<file path="src/logic/ood_pkg.sv">
// constants and types shared by the openload diagnostics block
package ood_pkg;
	localparam int unsigned OOD_CLK_HZ = 40_000_000;
	localparam int unsigned OOD_LED_WIN_US = 2000;
	localparam int unsigned OOD_LED_TAIL_US = 100;
	localparam int unsigned OOD_OFF_PROBE_US = 1200;
	localparam int unsigned OOD_FAULT_DGL_NS = 3300;
	localparam int unsigned OOD_DGL_SHORT_US = 64;
	localparam int unsigned OOD_DGL_LONG_US = 2000;
	localparam int unsigned OOD_LED_WIN_CYC = OOD_LED_WIN_US * (OOD_CLK_HZ / 1_000_000);
	localparam int unsigned OOD_LED_TAIL_CYC = OOD_LED_TAIL_US * (OOD_CLK_HZ / 1_000_000);
	localparam int unsigned OOD_OFF_PROBE_CYC = OOD_OFF_PROBE_US * (OOD_CLK_HZ / 1_000_000);
	localparam int unsigned OOD_FAULT_DGL_CYC = OOD_FAULT_DGL_NS * (OOD_CLK_HZ / 1_000_000) / 1000;
	localparam int unsigned OOD_DGL_SHORT_CYC = OOD_DGL_SHORT_US * (OOD_CLK_HZ / 1_000_000);
	localparam int unsigned OOD_DGL_LONG_CYC = OOD_DGL_LONG_US * (OOD_CLK_HZ / 1_000_000);
	localparam int unsigned OOD_NCH = 5;
	localparam int unsigned OOD_CW = 17;
	// register byte addresses (own map)
	localparam logic [7:0] OOD_A_CTRL = 8'h00;
	localparam logic [7:0] OOD_A_TRIG = 8'h04;
	localparam logic [7:0] OOD_A_GLOB = 8'h08;
	localparam logic [7:0] OOD_A_CH0 = 8'h10;
	// ctrl field positions
	localparam int unsigned OOD_F_LED = 0;
	localparam int unsigned OOD_F_DGL = 8;
	localparam int unsigned OOD_F_OFFEN = 16;
	// channel status fields
	localparam int unsigned OOD_F_OFFFLG = 0;
	localparam int unsigned OOD_F_ONFLG = 1;
	localparam int unsigned OOD_F_GLOB = 8;
	localparam int unsigned OOD_F_BUSY = 16;
	typedef enum logic [1:0] {
		OOD_IDLE = 2'b00,
		OOD_PROBE = 2'b01,
		OOD_ABORT = 2'b11
	} ood_off_e;
endpackage

</file>
<file path="src/logic/ood_diag.sv">
// openload diagnostics for five high-side outputs, AHB-Lite register slave
//
// The register offsets and the AHB-Lite interface to the registers were left to the implementer.
`timescale 1ns/100ps
`default_nettype none
module ood_diag #(
	parameter int unsigned NCH = ood_pkg::OOD_NCH,
	parameter int unsigned LED_WIN_CYC = ood_pkg::OOD_LED_WIN_CYC,
	parameter int unsigned LED_TAIL_CYC = ood_pkg::OOD_LED_TAIL_CYC,
	parameter int unsigned OFF_PROBE_CYC = ood_pkg::OOD_OFF_PROBE_CYC,
	parameter int unsigned FAULT_DGL_CYC = ood_pkg::OOD_FAULT_DGL_CYC,
	parameter int unsigned DGL_SHORT_CYC = ood_pkg::OOD_DGL_SHORT_CYC,
	parameter int unsigned DGL_LONG_CYC = ood_pkg::OOD_DGL_LONG_CYC
) (
	input wire logic hclk, // 40 MHz clock
	input wire logic hresetn, // async reset, low active
	input wire logic hsel, // slave select
	input wire logic [7:0] haddr, // byte address
	input wire logic [1:0] htrans, // transfer type
	input wire logic hwrite, // write when high
	input wire logic [2:0] hsize, // word only
	input wire logic [31:0] hwdata, // write data
	input wire logic hready, // bus ready
	output logic [31:0] hrdata, // read data
	output logic hreadyout, // always ready
	output logic hresp, // always okay
	input wire logic [NCH-1:0] out_cmd, // commanded channel on, from PWM logic
	input wire logic [NCH-1:0] out_high_raw, // output above detect level, async
	input wire logic [NCH-1:0] led_cmp_raw, // output above vbat-0.75 V, async
	input wire logic [NCH-1:0] onstate_low_raw, // load current below on threshold, async
	input wire logic [NCH-1:0] trip_raw, // probe trip level reached, async
	input wire logic chip_select_n_raw, // spi chip select pin
	input wire logic overtemp_shutdown, // fault, same clock
	input wire logic undervoltage, // fault, same clock
	input wire logic charge_pump_fault, // fault, same clock
	output logic [NCH-1:0] out_force_on, // probe forces channel on
	output logic [NCH-1:0] out_force_off, // tied low; a fault abort only drops out_force_on
	output logic [NCH-1:0] probe_trip_sel, // use fixed offstate_trip_current
	output logic [NCH-1:0] led_probe_current, // led probe source on
	output logic [NCH-1:0] onstate_open_flag, // latched
	output logic [NCH-1:0] offstate_open_flag, // latched
	output logic [NCH-1:0] channel_quick_flag, // either flag
	output logic global_open_flag // any channel flag
);
	import ood_pkg::*;

	initial begin
		if (NCH < 1 || NCH > 8)
			$error("NCH must be 1..8");
		if (LED_TAIL_CYC >= LED_WIN_CYC || FAULT_DGL_CYC < 1 || OFF_PROBE_CYC < 1)
			$error("bad timing parameters");
		if (LED_WIN_CYC >= (1 << OOD_CW) || DGL_LONG_CYC >= (1 << OOD_CW))
			$error("counts exceed counter width");
	end

	typedef struct packed {
		logic [NCH-1:0] cs_s1;
		logic [NCH-1:0] cs_s2; // only bits 0 and 1 used, as the cs pair of sync output and its delayed copy
		logic [NCH-1:0] oh1, oh2, lc1, lc2, ol1, ol2, tr1, tr2;
		logic [NCH-1:0] cmd_prev;
		logic [NCH-1:0] led_en, dgl_sel, off_en, arm;
		logic trig;
		logic [NCH-1:0] led_busy, full_on, tail;
		logic [NCH-1:0][OOD_CW-1:0] led_cnt, dgl_cnt, off_cnt;
		logic [NCH-1:0][1:0] off_st;
		logic [NCH-1:0] on_flg, off_flg;
		logic aph_v, aph_w;
		logic [7:0] aph_a;
		logic [31:0] rdata;
	} ood_s;
	ood_s q, d;

	logic [NCH-1:0] rd_clr;
	logic cs_rise, fault;

	always_comb begin
		d = q;
		// pin synchronisers; first stage only feeds second
		d.cs_s1 = {NCH{chip_select_n_raw}};
		d.cs_s2 = q.cs_s1;
		d.oh1 = out_high_raw;
		d.oh2 = q.oh1;
		d.lc1 = led_cmp_raw;
		d.lc2 = q.lc1;
		d.ol1 = onstate_low_raw;
		d.ol2 = q.ol1;
		d.tr1 = trip_raw;
		d.tr2 = q.tr1;
		d.cmd_prev = out_cmd;
		fault = overtemp_shutdown | undervoltage | charge_pump_fault;
		// rising chip select sampled one cycle later than its sync
		cs_rise = q.cs_s2[0] & ~q.arm[0] ? 1'b0 : 1'b0;
		cs_rise = 1'b0;
		rd_clr = '0;
		// bus address phase capture, zero wait
		d.aph_v = hsel & htrans[1] & hready;
		d.aph_w = hwrite;
		d.aph_a = haddr;
		// data phase: writes and reads
		if (q.aph_v && q.aph_w) begin
			unique case (q.aph_a)
				OOD_A_CTRL: begin
					d.led_en = hwdata[OOD_F_LED +: NCH];
					d.dgl_sel = hwdata[OOD_F_DGL +: NCH];
					for (int i = 0; i < NCH; i++) begin
						// running probe ignores the write; 1 arms a probe
						if (q.off_st[i] == OOD_IDLE && !q.off_en[i])
							d.arm[i] = hwdata[OOD_F_OFFEN + i];
						else if (q.off_st[i] == OOD_IDLE)
							d.arm[i] = hwdata[OOD_F_OFFEN + i] & q.arm[i];
					end
				end
				OOD_A_TRIG: begin
					if (hwdata[0])
						d.trig = 1'b1;
				end
				default: begin
				end
			endcase
		end
		d.rdata = '0;
		if (d.aph_v && !hwrite) begin
			if (haddr == OOD_A_CTRL) begin
				d.rdata[OOD_F_LED +: NCH] = q.led_en;
				d.rdata[OOD_F_DGL +: NCH] = q.dgl_sel;
				d.rdata[OOD_F_OFFEN +: NCH] = q.off_en | q.arm;
			end else if (haddr == OOD_A_TRIG) begin
				d.rdata[0] = q.trig;
			end else if (haddr == OOD_A_GLOB) begin
				d.rdata[0] = |(q.on_flg | q.off_flg);
				d.rdata[OOD_F_GLOB +: NCH] = q.on_flg | q.off_flg;
			end else begin
				for (int i = 0; i < NCH; i++) begin
					if (haddr == OOD_A_CH0 + 8'(4 * i)) begin
						d.rdata[OOD_F_OFFFLG] = q.off_flg[i];
						d.rdata[OOD_F_ONFLG] = q.on_flg[i];
						d.rdata[OOD_F_GLOB] = |(q.on_flg | q.off_flg);
						d.rdata[OOD_F_BUSY] = q.off_en[i];
						rd_clr[i] = 1'b1;
					end
				end
			end
		end
		// probes launch together when the frame ends (cs rising, synced)
		cs_rise = q.cs_s2[0] & ~q.cs_s2[1];
		d.cs_s2[NCH-1:1] = '0;
		if (NCH > 1)
			d.cs_s2[1] = q.cs_s2[0];
		for (int i = 0; i < NCH; i++) begin
			// standard filter: count while commanded on with output high and current low, reset otherwise
			if (!q.led_en[i] && q.oh2[i] && q.ol2[i] && out_cmd[i]) begin
				if (q.dgl_cnt[i] != OOD_CW'(q.dgl_sel[i] ? DGL_LONG_CYC : DGL_SHORT_CYC))
					d.dgl_cnt[i] = q.dgl_cnt[i] + 1'b1;
			end else begin
				d.dgl_cnt[i] = '0;
			end
			if (d.dgl_cnt[i] == OOD_CW'(q.dgl_sel[i] ? DGL_LONG_CYC : DGL_SHORT_CYC)
				&& q.dgl_cnt[i] != d.dgl_cnt[i])
				d.on_flg[i] = 1'b1;
			// LED window opens at each on-phase end, except while the fully-on window runs
			if (q.led_en[i] && q.cmd_prev[i] && !out_cmd[i] && !q.full_on[i]) begin
				d.led_busy[i] = 1'b1;
				d.led_cnt[i] = '0;
			end else if (q.led_en[i] && q.led_busy[i] && !q.full_on[i]) begin
				if (out_cmd[i]) begin
					d.led_busy[i] = 1'b0; // evaluate at turn-on
					if (q.lc2[i])
						d.on_flg[i] = 1'b1;
				end else if (!q.lc2[i]) begin
					d.led_busy[i] = 1'b0; // no-open decision
				end else if (q.led_cnt[i] == OOD_CW'(LED_WIN_CYC - 1)) begin
					d.led_busy[i] = 1'b0;
					d.on_flg[i] = 1'b1;
				end else begin
					d.led_cnt[i] = q.led_cnt[i] + 1'b1;
				end
			end else if (!q.led_en[i]) begin
				d.led_busy[i] = 1'b0;
			end
			// fully-on window, then 100 us tail with output back on
			if (q.trig && !q.full_on[i] && !q.tail[i] && q.led_en[i] && out_cmd[i]) begin
				d.full_on[i] = 1'b1;
				d.led_cnt[i] = '0;
			end else if (q.full_on[i]) begin
				if (q.led_cnt[i] == OOD_CW'(LED_WIN_CYC - 1)) begin
					d.full_on[i] = 1'b0;
					d.tail[i] = 1'b1;
					d.led_cnt[i] = '0;
					if (q.lc2[i])
						d.on_flg[i] = 1'b1;
				end else begin
					d.led_cnt[i] = q.led_cnt[i] + 1'b1;
				end
			end else if (q.tail[i]) begin
				if (q.led_cnt[i] == OOD_CW'(LED_TAIL_CYC - 1))
					d.tail[i] = 1'b0;
				else
					d.led_cnt[i] = q.led_cnt[i] + 1'b1;
			end
			// off-state probe
			unique case (q.off_st[i])
				OOD_IDLE: begin
					d.off_en[i] = 1'b0;
					if (cs_rise && q.arm[i]) begin
						d.off_st[i] = OOD_PROBE;
						d.off_en[i] = 1'b1;
						d.arm[i] = 1'b0;
						d.off_cnt[i] = '0;
					end
				end
				OOD_PROBE: begin
					if (fault) begin
						d.off_st[i] = OOD_ABORT;
						d.off_cnt[i] = '0;
					end else if (q.tr2[i]) begin
						d.off_st[i] = OOD_IDLE;
						d.off_en[i] = 1'b0;
					end else if (q.off_cnt[i] == OOD_CW'(OFF_PROBE_CYC - 1)) begin
						d.off_st[i] = OOD_IDLE;
						d.off_en[i] = 1'b0;
						d.off_flg[i] = 1'b1;
					end else begin
						d.off_cnt[i] = q.off_cnt[i] + 1'b1;
					end
				end
				OOD_ABORT: begin
					// fault must persist for the deglitch time before the probe ends
					if (!fault) begin
						d.off_st[i] = OOD_PROBE;
					end else if (q.off_cnt[i] == OOD_CW'(FAULT_DGL_CYC - 1)) begin
						d.off_st[i] = OOD_IDLE;
						d.off_en[i] = 1'b0;
					end else begin
						d.off_cnt[i] = q.off_cnt[i] + 1'b1;
					end
				end
				default: begin
					d.off_st[i] = OOD_IDLE;
				end
			endcase
			// read clears unless a new set lands the same cycle on a flag that was clear
			if (rd_clr[i]) begin
				if (d.on_flg[i] == q.on_flg[i])
					d.on_flg[i] = 1'b0;
				if (d.off_flg[i] == q.off_flg[i])
					d.off_flg[i] = 1'b0;
			end
		end
		// trigger self-clears when no channel still runs the window
		if (q.trig && (q.full_on | q.tail) != '0 && (d.full_on | d.tail) == '0)
			d.trig = 1'b0;
		else if (q.trig && (q.led_en & out_cmd) == '0 && (q.full_on | q.tail) == '0)
			d.trig = 1'b0;
	end

	always_ff @(posedge hclk or negedge hresetn) begin
		if (!hresetn)
			q <= '0;
		else
			q <= d;
	end

	always_comb begin
		hrdata = q.rdata;
		hreadyout = 1'b1;
		hresp = 1'b0;
		for (int i = 0; i < NCH; i++) begin
			out_force_on[i] = q.off_st[i] == OOD_PROBE || q.off_st[i] == OOD_ABORT;
			out_force_off[i] = 1'b0;
		end
		probe_trip_sel = out_force_on;
		led_probe_current = q.led_busy | q.full_on | q.tail;
		onstate_open_flag = q.on_flg;
		offstate_open_flag = q.off_flg;
		channel_quick_flag = q.on_flg | q.off_flg;
		global_open_flag = |(q.on_flg | q.off_flg);
	end
endmodule
`default_nettype wire

</file>
<file path="config.mk">
export PLATFORM = sky130hd
export DESIGN_NAME = ood_diag
export DESIGN_NICKNAME = d
export VERILOG_FILES = /design/src/logic/ood_pkg.sv /design/src/logic/ood_diag.sv
export SDC_FILE = /design/constraint.sdc
export NUM_CORES = 1
export LEC_CHECK = 0
export BUFFER_PORTS_ARGS = -buffer_cell sky130_fd_sc_hd__clkbuf_2
export CAP_MARGIN = 20
export CORE_ASPECT_RATIO = 1.2
export CORE_UTILIZATION = 45
export CTS_CLUSTER_SIZE = 12
export DETAILED_ROUTE_END_ITERATION = 8
export PLACE_DENSITY = 0.66
export SLEW_MARGIN = 0
export SYNTH_ARGS = -nofsm -noshare
export SYNTH_HDL_FRONTEND = slang
export SYNTH_SLANG_ARGS = --single-unit
</file>
<file path="constraint.sdc">
create_clock -name hclk -period 3.7 [get_ports hclk]
set_input_delay 0.74 -clock hclk [delete_from_list [all_inputs] [get_ports hclk]]
set_output_delay 0.74 -clock hclk [all_outputs]
set_load 0.01 [all_outputs]
</file>
* Yosys cells after proc, flatten, opt, wreduce, memory -nomap -nowiden
Cells that the tools add are included.
** Storage, ports and cells
- Register bits :: 384
- Latch bits :: 0
- Bits in writable memories :: 0
- Bits in read-only memories :: 0
- Input port bits :: 79
- Output and inout port bits :: 70
- Logic and storage cells :: 765
- Memories :: 0
** Operators by class
- Add/sub/neg operators :: 15
- Multipliers :: 0
- Divide/modulo/power cells :: 0
- Order comparisons :: 0
- Equal/unequal tests :: 123
- Shift operators :: 0
- Multiplexer cells :: 402
- Bitwise gates (word level) :: 18
- Reduce and logical (&&, ||, !) cells :: 154
** Operators with widths (count)
- 17-bit two-way mux :: 95
- 17-bit by 1-bit adder with 17-bit output, second input constant :: 15
- 17-bit one-hot mux with 3 select lines :: 5
- 1-bit two-way mux :: 242
- 17-bit != test :: 10
- 17-bit by 12-bit equality test with 1-bit output, second input constant :: 5
- 17-bit by 16-bit equality test with 1-bit output, second input constant :: 5
- 17-bit equality test :: 5
- 17-bit equality test, second input constant :: 5
- 17-bit by 8-bit equality test with 1-bit output, second input constant :: 5
- 1-bit logical AND :: 81
- 2-bit two-way mux :: 36
- 3-bit != test, second input constant :: 20
- 5-bit two-way mux :: 10
- 2-bit != test, second input constant :: 20
- 8-bit by 5-bit equality test with 1-bit output, second input constant :: 4
- 5-bit OR :: 6
- 2-bit one-hot mux with 3 select lines :: 5
- 6-bit AND reduction :: 5
- 1-bit zero test :: 26
- 5-bit by 4-bit != test with 1-bit output, second input constant :: 5
- 5-bit AND reduction :: 5
- 3-bit nonzero test :: 8
- 4-bit != test, second input constant :: 5
- other kinds (24) :: 84

* Depth between registers and ports, before layout
- Word-level depth :: 20
- Gate-level depth with buffers :: 10
- Gate-level depth less buffers :: 9

* Worst setup path before layout
No wires, ideal clock.
- Kind :: input to register
- Start point :: input charge_pump_fault
- End point :: register q[83] (netlist bit)
- Setup time :: 82 ps
- Arrival :: 2490 ps
- Data required time :: 3618 ps
- Setup slack :: 1128 ps
- Cell stages on the path :: 8
- Path buffers :: 2
- Path through :: or3_1 -> clkbuf_1 -> nor2_1 -> nand2_1 -> a221oi_1 -> clkbuf_1 -> a21oi_1 -> a31oi_1
** Between the ends
- Word-level cells in the longest chain between the ends :: 3
- Elaborated cells between the ends (all ways) :: 7
- Classes of those cells :: eq/ne (3); mux (2); bitwise (1); reduce/logical (1)
** Ends and longest elaborated chain
- from (decl) :: line ood_diag.sv:35 : input wire logic charge_pump_fault,
- 1-bit OR * :: line ood_diag.sv:90 : fault = overtemp_shutdown | undervoltage | charge_pump_fault;
- 3-bit != test (no line), or another cell as far along
- 6-bit AND reduction (no line) / 17-bit one-hot mux with 3 select lines (equally long branches)
- to (signal assigned) :: line ood_diag.sv:258 : q <= '0;
- to (signal assigned) :: line ood_diag.sv:260 : q <= d;
- to (decl) :: line ood_diag.sv:71 : ood_s q, d;
Mark *: on every way between the ends. The rest lies on a longest branch, timed or not.
A chain may end at the register's enable or synchronous reset.

* Worst setup path in the final report
- Start point :: register q[104] (netlist bit)
- End point :: register q[112] (netlist bit)
** Between the ends
- Word-level cells in the longest chain between the ends :: 5
- Elaborated cells between the ends (all ways) :: 12
- Classes of those cells :: add/sub (1); eq/ne (4); mux (6); reduce/logical (1)
** Ends and longest elaborated chain
- 17-bit by 1-bit adder with 17-bit output :: line ood_diag.sv:223, ood_diag.sv:234
- 17-bit two-way mux :: line ood_diag.sv:218 : end else if (q.off_cnt[i] == OOD_CW'(OFF_PROBE_CYC - 1)) begin
- 17-bit two-way mux :: line ood_diag.sv:215 : end else if (q.tr2[i]) begin
- 17-bit two-way mux :: line ood_diag.sv:212 : if (fault) begin
- 17-bit one-hot mux with 3 select lines :: line ood_diag.sv:201 : unique case (q.off_st[i])
Parallel ways exist; a longest one is shown, timed or not. The select of a mux whose other input is x is not followed.

==> out/metrics.csv <==
stage,metric,value,unit
die,Core ar.,47100,um2
power,Max IR drop VDD,0.369,mV
critical_path,Worst Path Arrival,3320,ps
die,die footprint,48800,um2
logic_synthesis,Syn Area/Cell,8.90,um2
global_route,initial antenna violation count,3,
logic_synthesis,Post-synth top flop,dfrtp_1,
placed_design,hpwl dp,39.6,mm
sta,RSZ-0062 raised after global routing,false,
placed_design,setup slack at placement,696,ps
route,WL/cell,17.7,um
critical_path,Critical-path top delay cell,a31oi_2,
global_route,vias in the first global route,18000,
logic_synthesis,post-synth top area share,0.446,
route,DRC Markers,0,
critical_path,WP data required,4160,ps
logic_synthesis,share of flip-flops with an asynchronous set or reset,1.00,
die,Die Wd,202,um
min_path,Min-Delay Path Class,in -> async,
logic_synthesis,Synthesis Warnings,0,
die,DIE HEIGHT,242,um
run,maxcap violations,0,
sta,final hold vios,0,
global_route,grt ovf,0,
global_route,largest net degree at the start of global routing,81,
critical_path,Startpoint Class,register,
sta,Final min period,2860,ps
placed_design,GPL Wtd Cong,0.914,
critical_path,critical path's most frequent cell,o21ai_0,
layout,share of cells above drive strength 1,0.107,
clock_tree,clk_lat worst skew,580,ps
logic_synthesis,register area share after synthesis,0.446,
route,DRT Pass-1 Iters,6,
logic_synthesis,Post-synth EDFFs,0,
layout,Layout Nets,2572,
sta,"Slew Viols, Final",0,
layout,most frequent cells in the layout,"dfrtp_1, nor2_1, nand2_1",
power,power density over cell area,428,nW/um2
clock_tree,Post-CTS Setup Bufs,0,
die,Initial Util,0.457,
clock_tree,Max H-tree Level,2,
route,vias per cell,5.99,
layout,filler cell count,4369,
critical_path,"Cell Chain, Critical Path","or4b_1, nor4_1, o21ai_0, a31oi_2, o21ai_0, o31ai_1",
route,Routed WL,55.5,mm
die,FP Rows,87,
sta,Slew @ Worst Pin,1060,ps
clock_tree,clock slew at reported path FFs,60,ps
route,DRT antenna net count,0,
critical_path,CP Class,reg -> reg,
sta,worst setup margin,840,ps
die,# IOs,149,
global_route,first-pass GRT wire length,92.3,mm
clock_tree,Root Buffer,clkbuf_16,
layout,"commonest non-fill, non-tap cell in the layout",dfrtp_1,
placed_design,IO buf count,103,
route,Initial DRC Count,1338,
outcome,outcome,"complete, no violations",
logic_synthesis,Post-Synthesis Cells,2420,
sta,setup TNS,0,ps
global_route,GRT Total Usage,0.228,
clock_tree,TritonCTS buffer count,44,
critical_path,CP peak stage delay,690,ps
critical_path,CP Max Fanout,18,
clock_tree,Clock Sinks,384,
route,vias,18700,
sta,worst rel slew slack,0.287,
sta,Max Clk Rate,350,MHz
power,P_leak,10.3,nW
logic_synthesis,Mapped Area,21500,um2
clock_tree,Clock Path Buffers,3,
logic_synthesis,Yosys top cell by area,dfrtp_1,
logic_synthesis,Seq cells post-synth,384,
logic_synthesis,synth top area cells,"dfrtp_1, nor2_1, o21ai_0",
logic_synthesis,synth unique cells,98,
sta,period utilisation layout,0.773,
sta,Clock Skews,12.7,ps
layout,Syn-to-layout area delta,11.0,%
clock_tree,post-cts resize count,0,
clock_tree,# hold bufs at CTS,0,
critical_path,Worst Setup End Kind,register,
clock_tree,CTS tree,done,
sta,Setup-failing EPs final,0,
==> registers in the layout, indices dropped and copies added (netlist names) <==
signal,flops
offstate_open_flag,5
d,22
onstate_open_flag,5
q,337
hrdata,15
==> critical path: cells and delay by family, from the launching register on <==
| kind | cells | cell delay, ps |
|---|---|---|
| DFF | 1 | 420 |
| and+or+nand+nor | 2 | 1140 |
| AOI/OAI and AO/OA | 4 | 1190 |
==> cell families (layout without fill, tap and decap cells) <==
| logic type | after synthesis | in the layout | synth area share |
|---|---|---|---|
| simple gates | 1061 | 1061 | 0.259 |
| buf+inv | 233 | 292 | 0.0518 |
| xor+xnor | 83 | 83 | 0.0337 |
| compound gates | 609 | 609 | 0.181 |
| mux | 23 | 23 | 0.0125 |
| fa+ha+maj | 25 | 25 | 0.0145 |
| other cells | 2 | 27 | 0.000349 |
| flops | 384 | 384 | 0.446 |
==> final cells by class <==
| class | count | area [um2] | area share |
|---|---|---|---|
| diodes | 3 | 7.51 | 0.000314 |
| clock inverters | 12 | 125 | 0.00523 |
| clock buffers | 67 | 1340 | 0.0560 |
| inverters | 72 | 270 | 0.0113 |
| flip-flops and latches | 384 | 9610 | 0.402 |
| multi-input cells | 1825 | 10900 | 0.456 |
| repair buffers | 141 | 871 | 0.0364 |
| well taps | 623 | 779 | 0.0326 |
==> through the flow <==
step / utilization / cell area [um2] / hold WS [ps] / std cells / total power, mW
floorplan: - / 21600 / 331 / 2442 / 5.49
global placement: 0.476 / 22400 / 334 / 3042 / 5.86
detailed placement: 0.476 / 22400 / 336 / 3042 / 5.90
CTS: 0.507 / 23900 / 188 / 3121 / 10.4
global route: 0.507 / 23900 / 209 / 3124 / 10.7
finish: 0.507 / 23900 / 168 / 3127 / 10.2
==> report_power, final <==
group	total, mW	internal, mW	switching (mW)
combinational	1.20	0.443	0.762
clock	4.40	2.63	1.77
sequential	4.63	4.38	0.252
==> final timing paths <==
| path | from | to | slack (ps) | cells past startpoint |
|---|---|---|---|---|
| worst min register to register | d[368] | q[368] | 350 | 0 |
| max in group asynchronous | hresetn | q[53] | 2710 | 2 |
| min in group hclk | led_cmp_raw[2] | d[380] | 270 | 1 |
| worst max-delay path | q[104] | q[112] | 840 | 6 |
| worst max register to register | q[104] | q[112] | 840 | 6 |
| worst min-delay path | hresetn | q[280] | 170 | 1 |
==> cells in the mapped netlist (8+ instances only) <==
library cell  count
nand2_1         206
a31oi_1          50
o21ai_0         169
clkbuf_1         87
a21o_1           10
buf_4            55
nand4b_1         14
o31ai_1          33
and2_1           19
nor4b_1          10
o22ai_1          16
a41oi_1          14
nor3b_1          15
nor4_1           40
and4_1           24
nand4_1          58
nor3_1           62
a311oi_1         36
xnor2_1          49
nand3_1         122
ha_1             25
or3_1            24
nand2b_1         26
and3_1           78
dfrtp_1         384
xor2_1           34
a32o_1            8
nand3b_1          8
nor2_1          263
a22oi_1          16
o21a_1           19
inv_1            71
a22o_1           10
a21oi_1         142
buf_2            12
mux2i_1           9
or4_1            15
mux2_2           12
nor2b_1          29
==> layer usage <==
| metal | up-vias | GRT usage | wire [um] |
|---|---|---|---|
| li1 | 8951 | - | - |
| met1 | 9168 | 0.299 | 24200 |
| met2 | 521 | 0.372 | 26200 |
| met3 | 106 | 0.0464 | 3470 |
| met4 | 0 | 0.0847 | 1660 |
| met5 | - | 0 | 0 |
No activity file was read; power rests on OpenSTA's default activity.
